$ cat config.mk
export PLATFORM = sky130hd
export DESIGN_NAME = pcs_core
export DESIGN_NICKNAME = d
export VERILOG_FILES = /design/src/core/pcs_pkg.sv /design/src/core/pcs_core.sv /design/src/core/pcs_stack.sv
export SDC_FILE = /design/constraint.sdc
export NUM_CORES = 1
export LEC_CHECK = 0
export BUFFER_PORTS_ARGS = -buffer_cell sky130_fd_sc_hd__buf_4
export CAP_MARGIN = 20
export CORE_MARGIN = 2
export CORE_UTILIZATION = 30
export CTS_BUF_LIST = sky130_fd_sc_hd__clkbuf_4 sky130_fd_sc_hd__clkbuf_8 sky130_fd_sc_hd__clkbuf_16
export DETAILED_ROUTE_END_ITERATION = 10
export PLACE_DENSITY_LB_ADDON = 0.2
export SLEW_MARGIN = 0
export SYNTH_ARGS = -nofsm -noshare
export SYNTH_HDL_FRONTEND = slang
export SYNTH_SLANG_ARGS = --single-unit
export TNS_END_PERCENT = 20
$ cat constraint.sdc
create_clock -name clk_sys -period 2.69 [get_ports clk_sys]
set_input_delay 0.538 -clock clk_sys [delete_from_list [all_inputs] [get_ports clk_sys]]
set_output_delay 0.538 -clock clk_sys [all_outputs]
set_load 0.03 [all_outputs]
$ cat src/core/pcs_pkg.sv
// Package: constants for the program counter, return stack and pointer
package pcs_pkg;
  localparam int unsigned PC_W           = 13;
  localparam int unsigned STACK_DEPTH    = 8;
  localparam int unsigned SP_W           = 3;
  localparam int unsigned DATA_W         = 8;
  localparam int unsigned EA_W           = 9;
  localparam int unsigned TARGET_W       = 11;
  localparam int unsigned HI_W           = 5;
  // Register offsets on the plain register port
  localparam logic [2:0]  ADDR_PC_LOW    = 3'h0;
  localparam logic [2:0]  ADDR_HI_LATCH  = 3'h1;
  localparam logic [2:0]  ADDR_POINTER   = 3'h2;
  localparam logic [2:0]  ADDR_PC_HI_RO  = 3'h3;
  // Field positions
  localparam int unsigned LATCH_PAGE_LSB = 3;
  localparam int unsigned BANK_BIT_POS   = 7;
  // Reset values
  localparam logic [12:0] PC_RST         = 13'h0000;
  localparam logic [7:0]  LATCH_RST      = 8'h00;
  localparam logic [7:0]  POINTER_RST    = 8'h00;
  localparam logic [2:0]  SP_RST         = 3'h0;
  localparam logic [12:0] STACK_RST      = 13'h0000;
  // Data address of the virtual indirect access port
  localparam logic [8:0]  IND_PORT_ADDR  = 9'h000;
  localparam logic [7:0]  SELF_READ_VAL  = 8'h00;
  // Stack operations from the decoder
  typedef enum logic [2:0] {
    PCS_OP_NONE = 3'b001,
    PCS_OP_PUSH = 3'b010,
    PCS_OP_POP  = 3'b100
  } pcs_op_t;
endpackage

$ cat src/core/pcs_core.sv
// Program counter, return stack and indirect addressing of the core
`timescale 1ns/1ps
`default_nettype none
module pcs_core (
  input  wire logic        clk_sys,
  input  wire logic        reset_n,
  // Register port
  input  wire logic [2:0]  reg_addr,
  input  wire logic [7:0]  reg_wdata,
  input  wire logic        reg_wr,
  input  wire logic        reg_rd,
  output logic      [7:0]  reg_rdata,
  // Instruction decoder
  input  wire logic        step,
  input  wire logic        jump,
  input  wire logic        call,
  input  wire logic [10:0] target,
  input  wire logic        int_vector,
  input  wire logic [12:0] vector_addr,
  input  wire logic        ret,
  input  wire logic        ret_literal,
  input  wire logic        ret_interrupt,
  input  wire logic        pc_low_add,
  input  wire logic [7:0]  pc_low_offset,
  // Data path addressing
  input  wire logic        data_req,
  input  wire logic        data_we,
  input  wire logic [8:0]  data_addr,
  input  wire logic [7:0]  data_wdata,
  input  wire logic        indirect_bank_bit,
  input  wire logic [7:0]  mem_rdata,
  output logic      [8:0]  mem_addr,
  output logic             mem_we,
  output logic      [7:0]  mem_wdata,
  output logic      [7:0]  data_rdata,
  output logic      [12:0] pc
);
  logic [12:0] pc_reg;
  logic [12:0] pc_next;
  logic [7:0]  pc_high_latch_reg;
  logic [7:0]  indirect_pointer_reg;
  logic [7:0]  rdata_reg;
  logic [12:0] stack_top;
  logic        do_push;
  logic        do_pop;
  logic        low_wr;
  logic [8:0]  eff_addr;
  logic        ind_access;
  logic        self_ind;
  logic [12:0] push_val;

  // Event decode: a pop and push never coincide from a sane decoder
  assign do_push = call | int_vector;
  assign do_pop  = ret | ret_literal | ret_interrupt;
  assign low_wr  = reg_wr && reg_addr == pcs_pkg::ADDR_PC_LOW;
  // Call saves the return address; vectoring saves the interrupted PC
  assign push_val = call ? pc_reg + 13'h0001 : pc_reg;

  pcs_stack u_stack (
    .clk_sys  (clk_sys),
    .reset_n  (reset_n),
    .push     (do_push),
    .pop      (do_pop),
    .push_data(push_val),
    .top_data (stack_top)
  );

  // Next PC, highest priority first
  always_comb begin
    pc_next = pc_reg;
    if (do_pop) begin
      pc_next = stack_top;
    end else if (int_vector) begin
      pc_next = vector_addr;
    end else if (call || jump) begin
      pc_next = {pc_high_latch_reg[4:pcs_pkg::LATCH_PAGE_LSB],
                 target};
    end else if (low_wr) begin
      pc_next = {pc_high_latch_reg[pcs_pkg::HI_W-1:0], reg_wdata};
    end else if (pc_low_add) begin
      // No carry into the upper bits: tables must stay in one block
      pc_next = {pc_high_latch_reg[pcs_pkg::HI_W-1:0],
                 pc_reg[7:0] + pc_low_offset};
    end else if (step) begin
      pc_next = pc_reg + 13'h0001;
    end
  end

  // Program counter
  always_ff @(posedge clk_sys or negedge reset_n) begin
    if (!reset_n) begin
      pc_reg <= pcs_pkg::PC_RST;
    end else begin
      pc_reg <= pc_next;
    end
  end

  assign pc = pc_reg;

  // High latch; only software writes it, stack traffic leaves it alone
  always_ff @(posedge clk_sys or negedge reset_n) begin
    if (!reset_n) begin
      pc_high_latch_reg <= pcs_pkg::LATCH_RST;
    end else if (reg_wr && reg_addr == pcs_pkg::ADDR_HI_LATCH) begin
      pc_high_latch_reg <= reg_wdata;
    end
  end

  // Pointer register, reachable by the register port only
  always_ff @(posedge clk_sys or negedge reset_n) begin
    if (!reset_n) begin
      indirect_pointer_reg <= pcs_pkg::POINTER_RST;
    end else if (reg_wr && reg_addr == pcs_pkg::ADDR_POINTER) begin
      indirect_pointer_reg <= reg_wdata;
    end
  end

  // Register read; the stack pointer has no address at all
  always_ff @(posedge clk_sys or negedge reset_n) begin
    if (!reset_n) begin
      rdata_reg <= 8'h00;
    end else if (reg_rd) begin
      unique case (reg_addr)
        pcs_pkg::ADDR_PC_LOW:   rdata_reg <= pc_reg[7:0];
        pcs_pkg::ADDR_HI_LATCH: rdata_reg <= pc_high_latch_reg;
        pcs_pkg::ADDR_POINTER:  rdata_reg <= indirect_pointer_reg;
        // Upper PC bits are not visible: this slot reads zero
        pcs_pkg::ADDR_PC_HI_RO: rdata_reg <= 8'h00;
        default:                rdata_reg <= 8'h00;
      endcase
    end else begin
      rdata_reg <= 8'h00;
    end
  end

  assign reg_rdata = rdata_reg;

  // Indirect addressing: port has no storage, pointer picks the cell
  assign eff_addr   = {indirect_bank_bit, indirect_pointer_reg};
  assign ind_access = data_addr[6:0] == pcs_pkg::IND_PORT_ADDR[6:0];
  assign self_ind   = ind_access &&
                      eff_addr[6:0] == pcs_pkg::IND_PORT_ADDR[6:0];

  // Combinational memory side: the RAM itself sits outside this block
  always_comb begin
    mem_addr  = ind_access ? eff_addr : data_addr;
    mem_wdata = data_wdata;
    // A write looping back through the port is dropped
    mem_we    = data_req && data_we && !self_ind;
  end

  // Read data, sampled from the combinational memory and held until the next read
  always_ff @(posedge clk_sys or negedge reset_n) begin
    if (!reset_n) begin
      data_rdata <= 8'h00;
    end else if (data_req && !data_we) begin
      data_rdata <= self_ind ? pcs_pkg::SELF_READ_VAL
                             : mem_rdata;
    end
  end
endmodule
`default_nettype wire

$ cat src/core/pcs_stack.sv
// Eight-entry circular return stack with hidden pointer
`timescale 1ns/1ps
`default_nettype none
module pcs_stack (
  input  wire logic        clk_sys,
  input  wire logic        reset_n,
  input  wire logic        push,
  input  wire logic        pop,
  input  wire logic [12:0] push_data,
  output logic      [12:0] top_data
);
  logic [12:0] entry_reg [pcs_pkg::STACK_DEPTH];
  logic [2:0]  sp_reg;
  logic [2:0]  sp_next;
  logic [2:0]  top_idx;

  // Pointer wraps freely; no overflow or underflow flag exists
  always_comb begin
    sp_next = sp_reg;
    if (push) begin
      sp_next = sp_reg + 3'h1;
    end else if (pop) begin
      sp_next = sp_reg - 3'h1;
    end
  end

  always_ff @(posedge clk_sys or negedge reset_n) begin
    if (!reset_n) begin
      sp_reg <= pcs_pkg::SP_RST;
    end else begin
      sp_reg <= sp_next;
    end
  end

  // Entry written at pointer; the ninth push reuses slot of the first
  genvar gi;
  generate
    for (gi = 0; gi < pcs_pkg::STACK_DEPTH; gi++) begin : g_entry
      always_ff @(posedge clk_sys or negedge reset_n) begin
        if (!reset_n) begin
          entry_reg[gi] <= pcs_pkg::STACK_RST;
        end else if (push && sp_reg == 3'(gi)) begin
          entry_reg[gi] <= push_data;
        end
      end
    end
  endgenerate

  assign top_idx  = sp_reg - 3'h1;
  assign top_data = entry_reg[top_idx];
endmodule
`default_nettype wire

* Word level (Yosys, flattened, before mapping)
Cells that the tools add are included.
** Cells by class
- Reductions and logical operators :: 24
- $add $sub $neg :: 4
- $lt $le $gt $ge :: 1
- Eq/ne operators :: 9
- Shifts and indexed selects :: 0
- Bitwise logic cells :: 4
- Div/mod/pow operators :: 0
- Multiply operators :: 0
- Mux-type cells :: 16
** Operator list (number)
- $mux W13 :: 9
- $bmux W13 S3 :: 1
- $pmux W8 S3 :: 1
- $mux W8 :: 2
- $logic_and A1 B1 Y1 :: 15
- $logic_not A7 Y1 :: 2
- $add A13 B1 Y13 const B :: 1
- $eq A3 B3 Y1 const B :: 4
- $eq A3 B2 Y1 const B :: 3
- $mux W9 :: 1
- $add A8 B8 Y8 :: 1
- $eq A3 B1 Y1 const B :: 2
- $logic_not A3 Y1 :: 2
- $mux W3 :: 2
- $reduce_bool A6 Y1 :: 1
- $ge A4 B4 Y1 const B :: 1
- $not A3 Y4 :: 1
- $add A3 B1 Y3 const B :: 1
- $or A1 B1 Y1 :: 3
- $sub A3 B1 Y3 const B :: 1
- $logic_not A1 Y1 :: 2
- $reduce_bool A2 Y1 :: 1
- $logic_or A1 B1 Y1 :: 1
** Word-level totals
- Bits of input ports :: 83
- Output and inout port bits :: 47
- Memory bits (read-only) :: 0
- Latch bits :: 0
- Memory bits (writable) :: 0
- Flip-flop bits (word level) :: 152
- Memories kept :: 0

* Longest topological paths before layout
Gate-level depths: netlist of the first run.
- Depth in word-level cells :: 7
- Gate-level depth with buffers :: 11
- Depth with buffers taken out :: 9

* Cells and area by module
Synthesis of the first run repeated with hierarchy kept, for this count alone.
** Unflattened totals
- Cells, all modules :: 759
- Area, all modules :: 8470.6 µm²
** By module, submodules not included
- pcs_stack :: cells each 383, area an instance 5149.9 µm², instances 1
- pcs_core :: cells each 376, area an instance 3320.7 µm², instances 1

* Worst setup path before layout of the first run
OpenSTA, ideal clock, no wires.
- Path kind :: register -> register
- From :: register u_stack.sp_reg[0]
- To :: register pc_reg[3], in the netlist pc[3]
- Data arrival time :: 2.789 ns
- Clock period less this slack :: 2.911 ns
- Stages on the path, launching flop included :: 11
- Required time :: 2.568 ns
- Path slack :: -0.221 ns
- Cells stage by stage :: dfrtp_1 buf_2 buf_2 inv_1 ha_1 clkbuf_1 buf_1 mux4_2 mux2_2 a21oi_1 nand2_1
** On the way
- Word-level cells in the longest chain between the ends :: 6
** Ends and longest elaborated chain
- from (decl) :: line pcs_stack.sv:13 : logic [2:0] sp_reg;
- from (signal assigned) :: line pcs_stack.sv:29 : sp_reg <= pcs_pkg::SP_RST;
- from (signal assigned) :: line pcs_stack.sv:31 : sp_reg <= sp_next;
- $sub A3 B1 Y3 :: line pcs_stack.sv:49 : assign top_idx = sp_reg - 3'h1;
- $not A3 Y4 (not written as such) :: line pcs_stack.sv:50 : assign top_data = entry_reg[top_idx];
- $bmux W13 S3 :: line pcs_stack.sv:50
- $mux W13 (not written as such) (2 in series) :: line pcs_stack.sv:50
- $mux W13 :: line pcs_core.sv:71 : if (do_pop) begin
- to (signal assigned) :: line pcs_core.sv:92 : pc_reg <= pcs_pkg::PC_RST;
- to (signal assigned) :: line pcs_core.sv:94 : pc_reg <= pc_next;
- to (decl) :: line pcs_core.sv:38 : logic [12:0] pc_reg;
Every way passes these cells. The select of a mux whose other input is x is not followed.
A chain may end at the register's enable or synchronous reset.

* Final worst setup path of the first run
- From :: input port data_addr[3]
- To :: output port mem_addr[7]
** On the way
- Word-level cells in the longest chain between the ends :: 2
** Ends and longest elaborated chain
- from (decl) :: line pcs_core.sv:28 : input wire logic [8:0] data_addr,
- $logic_not A7 Y1 :: line pcs_core.sv:140 : assign ind_access = data_addr[6:0] == pcs_pkg::IND_PORT_ADDR[6:0];
- $mux W9 :: line pcs_core.sv:146 : mem_addr = ind_access ? eff_addr : data_addr;
- to (decl) :: line pcs_core.sv:32 : output logic [8:0] mem_addr,
Every way passes these cells.

==> results of run 1 <==
==> area by class of cell <==
cell class | count | area, µm² | area share (%)
Timing Repair Buffer | 159 | 1247 | 12.60
Clock inverter | 13 | 95.09 | 0.9606
Tap cell | 335 | 419.2 | 4.234
Sequential cell | 152 | 3805 | 38.44
Multi-Input combinational cell | 576 | 3834 | 38.73
Clock buffer | 19 | 446.7 | 4.512
Inverter | 14 | 52.55 | 0.5308
==> worst reg2reg max path: stages, from the launching register on <==
cell and delay (ns):
dfrtp_2 0.39, inv_1 0.10, ha_1 0.59, mux4_2 0.38, mux2i_1 0.32, nor2_1 0.13
and4bb_2 0.30, nor3_1 0.04
==> metal layers <==
| metal | vias up | wire length (µm) |
|---|---|---|
| met2 | 147 | 11540 |
| met4 | 0 | 642 |
| met3 | 34 | 803 |
| met1 | 3054 | 10940 |
| met5 | - | 0 |
| li1 | 3098 | - |
==> Yosys cell counts, drive strengths merged (4+ instances only) <==
master / number
xor2: 10
nand3: 17
nand2: 142
inv: 13
a21o: 7
clkbuf: 42
o21ai: 127
o22ai: 6
mux2: 27
mux4: 26
a31oi: 5
a21oi: 36
nor4: 4
nor3: 18
buf: 19
nor2b: 4
mux2i: 15
ha: 15
dfrtp: 152
a22o: 8
o211ai: 7
nor2: 41
nand4: 8
xnor2: 15
==> metrics by stage <==
| stage | area [µm²] | instances |
|---|---|---|
| 5_1_grt | 9899 | 1268 |
| 3_3_place_gp | 9358 | 1236 |
| 3_5_place_dp | 9358 | 1236 |
| 6_report | 9899 | 1268 |
| 2_1_floorplan | 7946 | 803 |
| 4_1_cts | 9899 | 1268 |
==> worst max-delay path by stage <==
| stage | start | to | slack (ns) | depth (start not counted) |
|---|---|---|---|---|
| finish | data_addr[3] | mem_addr[7] | 0.09 | 6 |
| global route | data_addr[3] | mem_addr[7] | 0.005 | 6 |
| CTS | data_addr[3] | mem_addr[7] | 0.07 | 6 |
| detailed placement | data_addr[3] | mem_addr[7] | 0.07 | 6 |
| global placement | data_addr[3] | mem_addr[8] | 0.11 | 6 |
| floorplan | u_stack.sp_reg[0]$_DFFE_PN0P_ | pc[3]$_DFFE_PN0P_ | 0.03 | 10 |
==> power breakdown <==
group,switching [mW],internal [mW]
registers,0.519,3.09
logic,2.60,2.09
clock network,0.989,1.22
==> logic make-up after synthesis <==
| kind of cell | after synthesis | share of synthesized area, % |
|---|---|---|
| buffers and inverters | 75 | 4.049 |
| and+or+nand+nor | 250 | 13.87 |
| xor gates and xnor gates | 25 | 2.757 |
| DFF | 152 | 47.90 |
| adders and majority gates | 16 | 2.615 |
| AOI/OAI and AO/OA | 217 | 15.72 |
| muxes | 68 | 13.09 |
==> cell usage in the layout, fill, tap and decap left out, types with 3 or more instances in the layout <==
cell / Yosys / routed
buf_4: 8 / 154
dfrtp_1: 152 / 151
nand2_1: 142 / 142
o21ai_0: 127 / 127
nor2_1: 41 / 41
a21oi_1: 36 / 36
mux2_2: 27 / 27
mux4_2: 26 / 26
clkbuf_16: 0 / 17
nor3_1: 17 / 16
nand3_1: 16 / 16
mux2i_1: 15 / 15
xnor2_1: 15 / 15
ha_1: 15 / 15
inv_1: 13 / 13
xor2_1: 10 / 10
nand4_1: 8 / 8
a22o_1: 8 / 8
a21o_1: 7 / 7
o211ai_1: 7 / 7
o22ai_1: 6 / 6
a31oi_1: 5 / 5
nor2b_1: 4 / 4
clkinv_2: 0 / 4
buf_12: 0 / 4
nor4_1: 4 / 3
or3_1: 3 / 3
a211oi_1: 3 / 3
o21a_1: 3 / 3
o2111ai_1: 3 / 3
inv_6: 0 / 3
clkinv_4: 0 / 3
clkinvlp_4: 0 / 3
==> results.py, run 1 <==
metrics = {
    "synthesis": {
        "synth_edf_count": 0,
        "yosysSeqAreaShare_pct": 47.90,
        "synth_area_um2": 7941,
        "synthCells": 803,
        "netlist-cell-type-count": 55,
        "yosysWarningCount": 0,
        "async_reset_ff_share_pct": 100.0,
        "synth_area_leaders": "dfrtp_1 (48%), o21ai_0 (8.0%), mux4_2 (7.4%)",
        "synth-main-ff-cell": "dfrtp_1",
        "synth.avg_cell_area_um2": 9.890,
        "ys_seq_elements": 152,
        "syn_nets": 902,
        "yosysTopAreaCell": "dfrtp_1",
        "synth_top_area_share_pct": 47.90,
    },
    "sta": {
        "tightest_slew_ns": 0.8355,
        "setup_viol": 0,
        "fin_crit_ns": 2.601,
        "slew_violations": 0,
        "finalSetupTns_ns": 0,
        "rsz0062_at_grt": "false",
        "hold_slack_ns": 0.05805,
        "hold_violations": 0,
        "period_share_pct": 96.68,
        "finalWorstSetupSlack_ns": 0.08939,
        "clock_skew_ns": 0.008459,
        "timing.fmax_ghz": 0.3845,
        "relSlewSlack_pct": 43.78,
    },
    "detailed_routing": {
        "drc_errors": 0,
        "drtIter0Drc": 474,
        "dr.pass1.iters": 5,
        "totalWireLength_mm": 23.93,
        "antenna_left": 0,
        "wl_per_cell_um": 18.87,
        "viasPerCell": 4.994,
        "num_vias": 6333,
    },
    "floorplanning": {
        "rows": 59,
        "die_h_um": 166.7,
        "initial_core_util_pct": 30.47,
        "die_area_um2": 27790,
        "pin_count": 130,
        "fp.dieW_um": 166.7,
        "coreArea_um2": 26060,
    },
    "pwr": {
        "power_density_nw_per_um2": 1062,
        "total_power_mw": 10.51,
        "leakage_nw": 4.445,
        "peakVddDrop_mv": 0.5084,
    },
    "setup_path": {
        "required_ns": 2.15,
        "critPathSlowestCell": "or4_1",
        "startpoint_type": "input pin",
        "path_class": "in2out",
        "max_stage_delay_ns": 0.53,
        "regToRegStartpoint": "u_stack.sp_reg[0]$_DFFE_PN0P_",
        "rr_endpoint": "pc[7]$_DFFE_PN0P_",
        "cpMostUsedCell": "buf_4",
        "crit_path_end_kind": "output pin",
        "cp_top_family": "simple AND/OR/NAND/NOR gates",
        "r2r_setup_slack_ns": 0.32,
        "worst-path-max-fanout": 3,
        "arrival_ns": 2.06,
        "r2r_cells": 7,
        "path_cells": "buf_4 > or4_1 > nor4_2 > buf_4 > mux2_2 > buf_4",
        "path_buf_inv": 3,
    },
    "place": {
        "gp_congestion": 0.8444,
        "hpwl_mm": 17.32,
        "numPortBuffers": 113,
        "place_ws_ns": 0.07119,
    },
    "clocking": {
        "cts.path.max_buffers": 2,
        "cts-resized-gates": 0,
        "h-tree-depth": 4,
        "cts_tree": "yes",
        "cts.sinks": 152,
        "numCtsBuffers": 17,
        "cts_hold_repair.buffers": 0,
        "cts_root_buf": "clkbuf_16",
        "insertion_delay_ns": 0.43,
        "postCtsSetupRepairBufs": 0,
        "clk_pin_slew_ns": 0.06,
    },
    "grt": {
        "grt_start_max_net_pins": 56,
        "track_usage_pct": 17.53,
        "grt_pass1_wl_mm": 37.80,
        "antenna_found_initial": 0,
        "met2_usage_pct": 29.16,
        "grt-ovfl-total": 0,
        "top_usage_layer": "met2",
        "met1_usage_pct": 22.93,
        "grt_pass1_vias": 6496,
        "grt_util_met3_pct": 3.042,
    },
    "final_layout": {
        "n_fill_cell": 2653,
        "syn_to_final_growth_pct": 24.66,
        "drive_gt1_share_pct": 27.12,
        "antenna_cells": 0,
        "layout.nets": 1019,
        "final_core_utilization_pct": 37.99,
        "largest_reg_flops": 104,
    },
    "status": {
        "outcome": "completed",
    },
    "job": {
        "max_cap_viol_count": 0,
    },
    "min_path": {
        "hp-class": "in2async",
    },
}
No activity file was read; power rests on OpenSTA's default activity.
==> run 2, diff against run 1 <==
- ABC_AREA: default -> 1
- CORE_UTILIZATION: 30 -> 45
==> results.py, run 2 <==
metrics = {
    "min_path": {
        "hp-class": "in2async",
    },
    "floorplanning": {
        "initial_core_util_pct": 45.53,
        "die_area_um2": 19140,
        "coreArea_um2": 17840,
        "rows": 49,
        "die_h_um": 138.4,
        "pin_count": 130,
        "fp.dieW_um": 138.4,
    },
    "sta": {
        "slew_violations": 0,
        "finalSetupTns_ns": 0,
        "setup_viol": 0,
        "fin_crit_ns": 2.303,
        "rsz0062_at_grt": "false",
        "clock_skew_ns": 0.009047,
        "relSlewSlack_pct": 35.27,
        "timing.fmax_ghz": 0.4342,
        "tightest_slew_ns": 0.9607,
        "period_share_pct": 85.61,
        "hold_violations": 0,
    },
    "clocking": {
        "postCtsSetupRepairBufs": 0,
        "clk_pin_slew_ns": 0.07,
        "cts.path.max_buffers": 2,
        "numCtsBuffers": 17,
        "insertion_delay_ns": 0.43,
        "cts_root_buf": "clkbuf_16",
        "h-tree-depth": 4,
        "cts_tree": "yes",
        "cts_hold_repair.buffers": 0,
        "cts-resized-gates": 0,
        "cts.sinks": 152,
    },
    "synthesis": {
        "synth_top_area_share_pct": 46.83,
        "synthSimpleGateAreaFrac_pct": 22.30,
        "synth_fa_ha_area_share_pct": 2.557,
        "synth.avg_cell_area_um2": 7.714,
        "muxShareOfSynthArea_pct": 0.1386,
        "synth_compound_area_share_pct": 19.52,
        "yosysSeqAreaShare_pct": 46.83,
        "synth_area_um2": 8123,
        "synth_edf_count": 0,
        "synth_area_leaders": "dfrtp_1 (47%), o21ai_0 (12%), nand2_1 (12%)",
        "yosysTopAreaCell": "dfrtp_1",
        "synth-xor-area-share_pct": 1.078,
        "yosysMostFrequentCell": "nand2_1",
        "ys_seq_elements": 152,
        "synth_top_family_by_area": "simple AND/OR/NAND/NOR gates",
        "synth-main-ff-cell": "dfrtp_1",
        "syn_nets": 1152,
        "yosys-top-cells-count": "nand2_1 (254), o21ai_0 (191), dfrtp_1 (152)",
        "netlist-cell-type-count": 40,
        "synthCells": 1053,
        "async_reset_ff_share_pct": 100.0,
        "yosysWarningCount": 0,
    },
    "final_layout": {
        "antenna_cells": 0,
        "largest_reg_flops": 104,
        "regArea_um2": 3804,
        "n_fill_cell": 1689,
        "design_area_um2": 9763,
        "multi_input_area_um2": 3704,
        "drive_gt1_share_pct": 16.87,
        "mostFrequentLayoutCells": "nand2_1 (254), o21ai_0 (191), dfrtp_1 (152), buf_4 (137), nor2_1 (103)",
        "final_common_cell": "nand2_1",
        "layout.nets": 1255,
        "syn_to_final_growth_pct": 20.19,
    },
    "detailed_routing": {
        "totalWireLength_mm": 23.47,
        "num_vias": 7563,
        "wl_met1_mm": 10.37,
        "drtIter0Drc": 524,
        "highest_layer": "met4",
        "dr.pass1.iters": 5,
        "wl_met2_mm": 11.25,
        "wl_met3_mm": 1.394,
        "viasPerCell": 5.414,
        "antenna_left": 0,
        "drc_errors": 0,
        "wl_per_cell_um": 16.80,
    },
    "grt": {
        "grt-ovfl-total": 0,
        "track_usage_pct": 25.11,
        "grt_pass1_wl_mm": 38.32,
        "grt_start_max_net_pins": 59,
        "grt_pass1_vias": 7255,
        "antenna_found_initial": 0,
    },
    "pwr": {
        "total_power_mw": 11.68,
        "leakage_nw": 4.900,
        "peakVddDrop_mv": 0.6163,
        "power_density_nw_per_um2": 1196,
    },
    "setup_path": {
        "startpoint_type": "flop",
        "crit_path_end_kind": "flop",
        "required_ns": 2.96,
        "path_class": "reg2reg",
        "arrival_ns": 2.57,
        "worst-path-max-fanout": 58,
    },
    "status": {
        "outcome": "completed",
    },
    "place": {
        "numPortBuffers": 113,
        "hpwl_mm": 16.77,
        "place_area_um2": 9203,
        "gp_congestion": 0.9110,
    },
    "job": {
        "max_cap_viol_count": 0,
    },
}
==> run 2: cell types whose count changed in the layout (fill, tap and decap cells not counted), sizes merged, moves of 10 or more <==
cell   previous run  this run
inv              16        94
xnor2            15         1
o21ai           127       197
buf             159       139
o22ai             6        21
mux4             26         0
nand3            17        51
mux2             27         1
nand2           142       258
nor2             41       107
nor3             18         8
mux2i            15         0
==> run 2: kinds of logic after synthesis <==
| kind of cell | count (synthesis) |
|---|---|
| and+or+nand+nor | 438 |
| AOI/OAI and AO/OA | 287 |
| DFF | 152 |
| buffers and inverters | 149 |
| adders and majority gates | 16 |
| xor gates and xnor gates | 10 |
| muxes | 1 |
==> run 2: area by class of cell <==
type | instances | area share, %
Multi-Input combinational cell | 752 | 37.93
Inverter | 93 | 3.576
Clock buffer | 20 | 4.652
Tap cell | 229 | 2.935
Sequential cell | 152 | 38.96
Clock inverter | 11 | 1.012
Timing Repair Buffer | 140 | 10.93
==> run 2: per-layer routing <==
| metal | vias up | track usage (%) |
|---|---|---|
| met4 | 0 | 7.948 |
| li1 | 3681 | - |
| met1 | 3607 | 33.15 |
| met2 | 240 | 42.26 |
| met5 | - | 0 |
| met3 | 35 | 4.538 |
==> run 2: power by group <==
part	switching (mW)	internal (mW)	total [mW]	leakage (nW)
sequential	0.671	3.23	3.90	1.91
clock	0.958	1.31	2.27	0.270
combinational	3.50	2.01	5.51	2.73
==> run 2: metrics by stage <==
stage	worst slack (ns)	hold WS, ns	utilization [%]	instances
global placement	0.3946	0.4560	51.58	1365
detailed placement	0.3681	0.4620	51.58	1365
CTS	0.3775	0.03580	54.68	1396
global route	0.1525	0.05608	54.72	1397
finish	0.3871	0.02259	54.72	1397
floorplan	0.3771	0.2424	-	1053
==> run 2: path summary, 6_finish.rpt <==
kind	from	end	slack (ns)	cells after the start
max in group asynchronous	reset_n	u_stack.entry_reg[87]$_DFFE_PN0P_	1.90	2
worst max register to register	u_stack.sp_reg[0]$_DFFE_PN0P_	u_stack.entry_reg[82]$_DFFE_PN0P_	0.39	7
worst min register to register	u_stack.entry_reg[1]$_DFFE_PN0P_	u_stack.entry_reg[1]$_DFFE_PN0P_	0.48	2
worst min-delay path	reset_n	pc_high_latch_reg[1]$_DFFE_PN0P_	0.02	1
min in group clk_sys	mem_rdata[6]	data_rdata[6]$_DFFE_PN0P_	0.33	3
worst max-delay path	u_stack.sp_reg[0]$_DFFE_PN0P_	u_stack.entry_reg[82]$_DFFE_PN0P_	0.39	7
==> run 2: critical path, stage by stage (launching register included) <==
cell and delay (ns):
dfrtp_1 0.35, buf_4 0.48, ha_1 0.25, inv_1 0.05, nor3_1 0.38, inv_1 0.40
nand2_1 0.14, o21ai_0 0.09
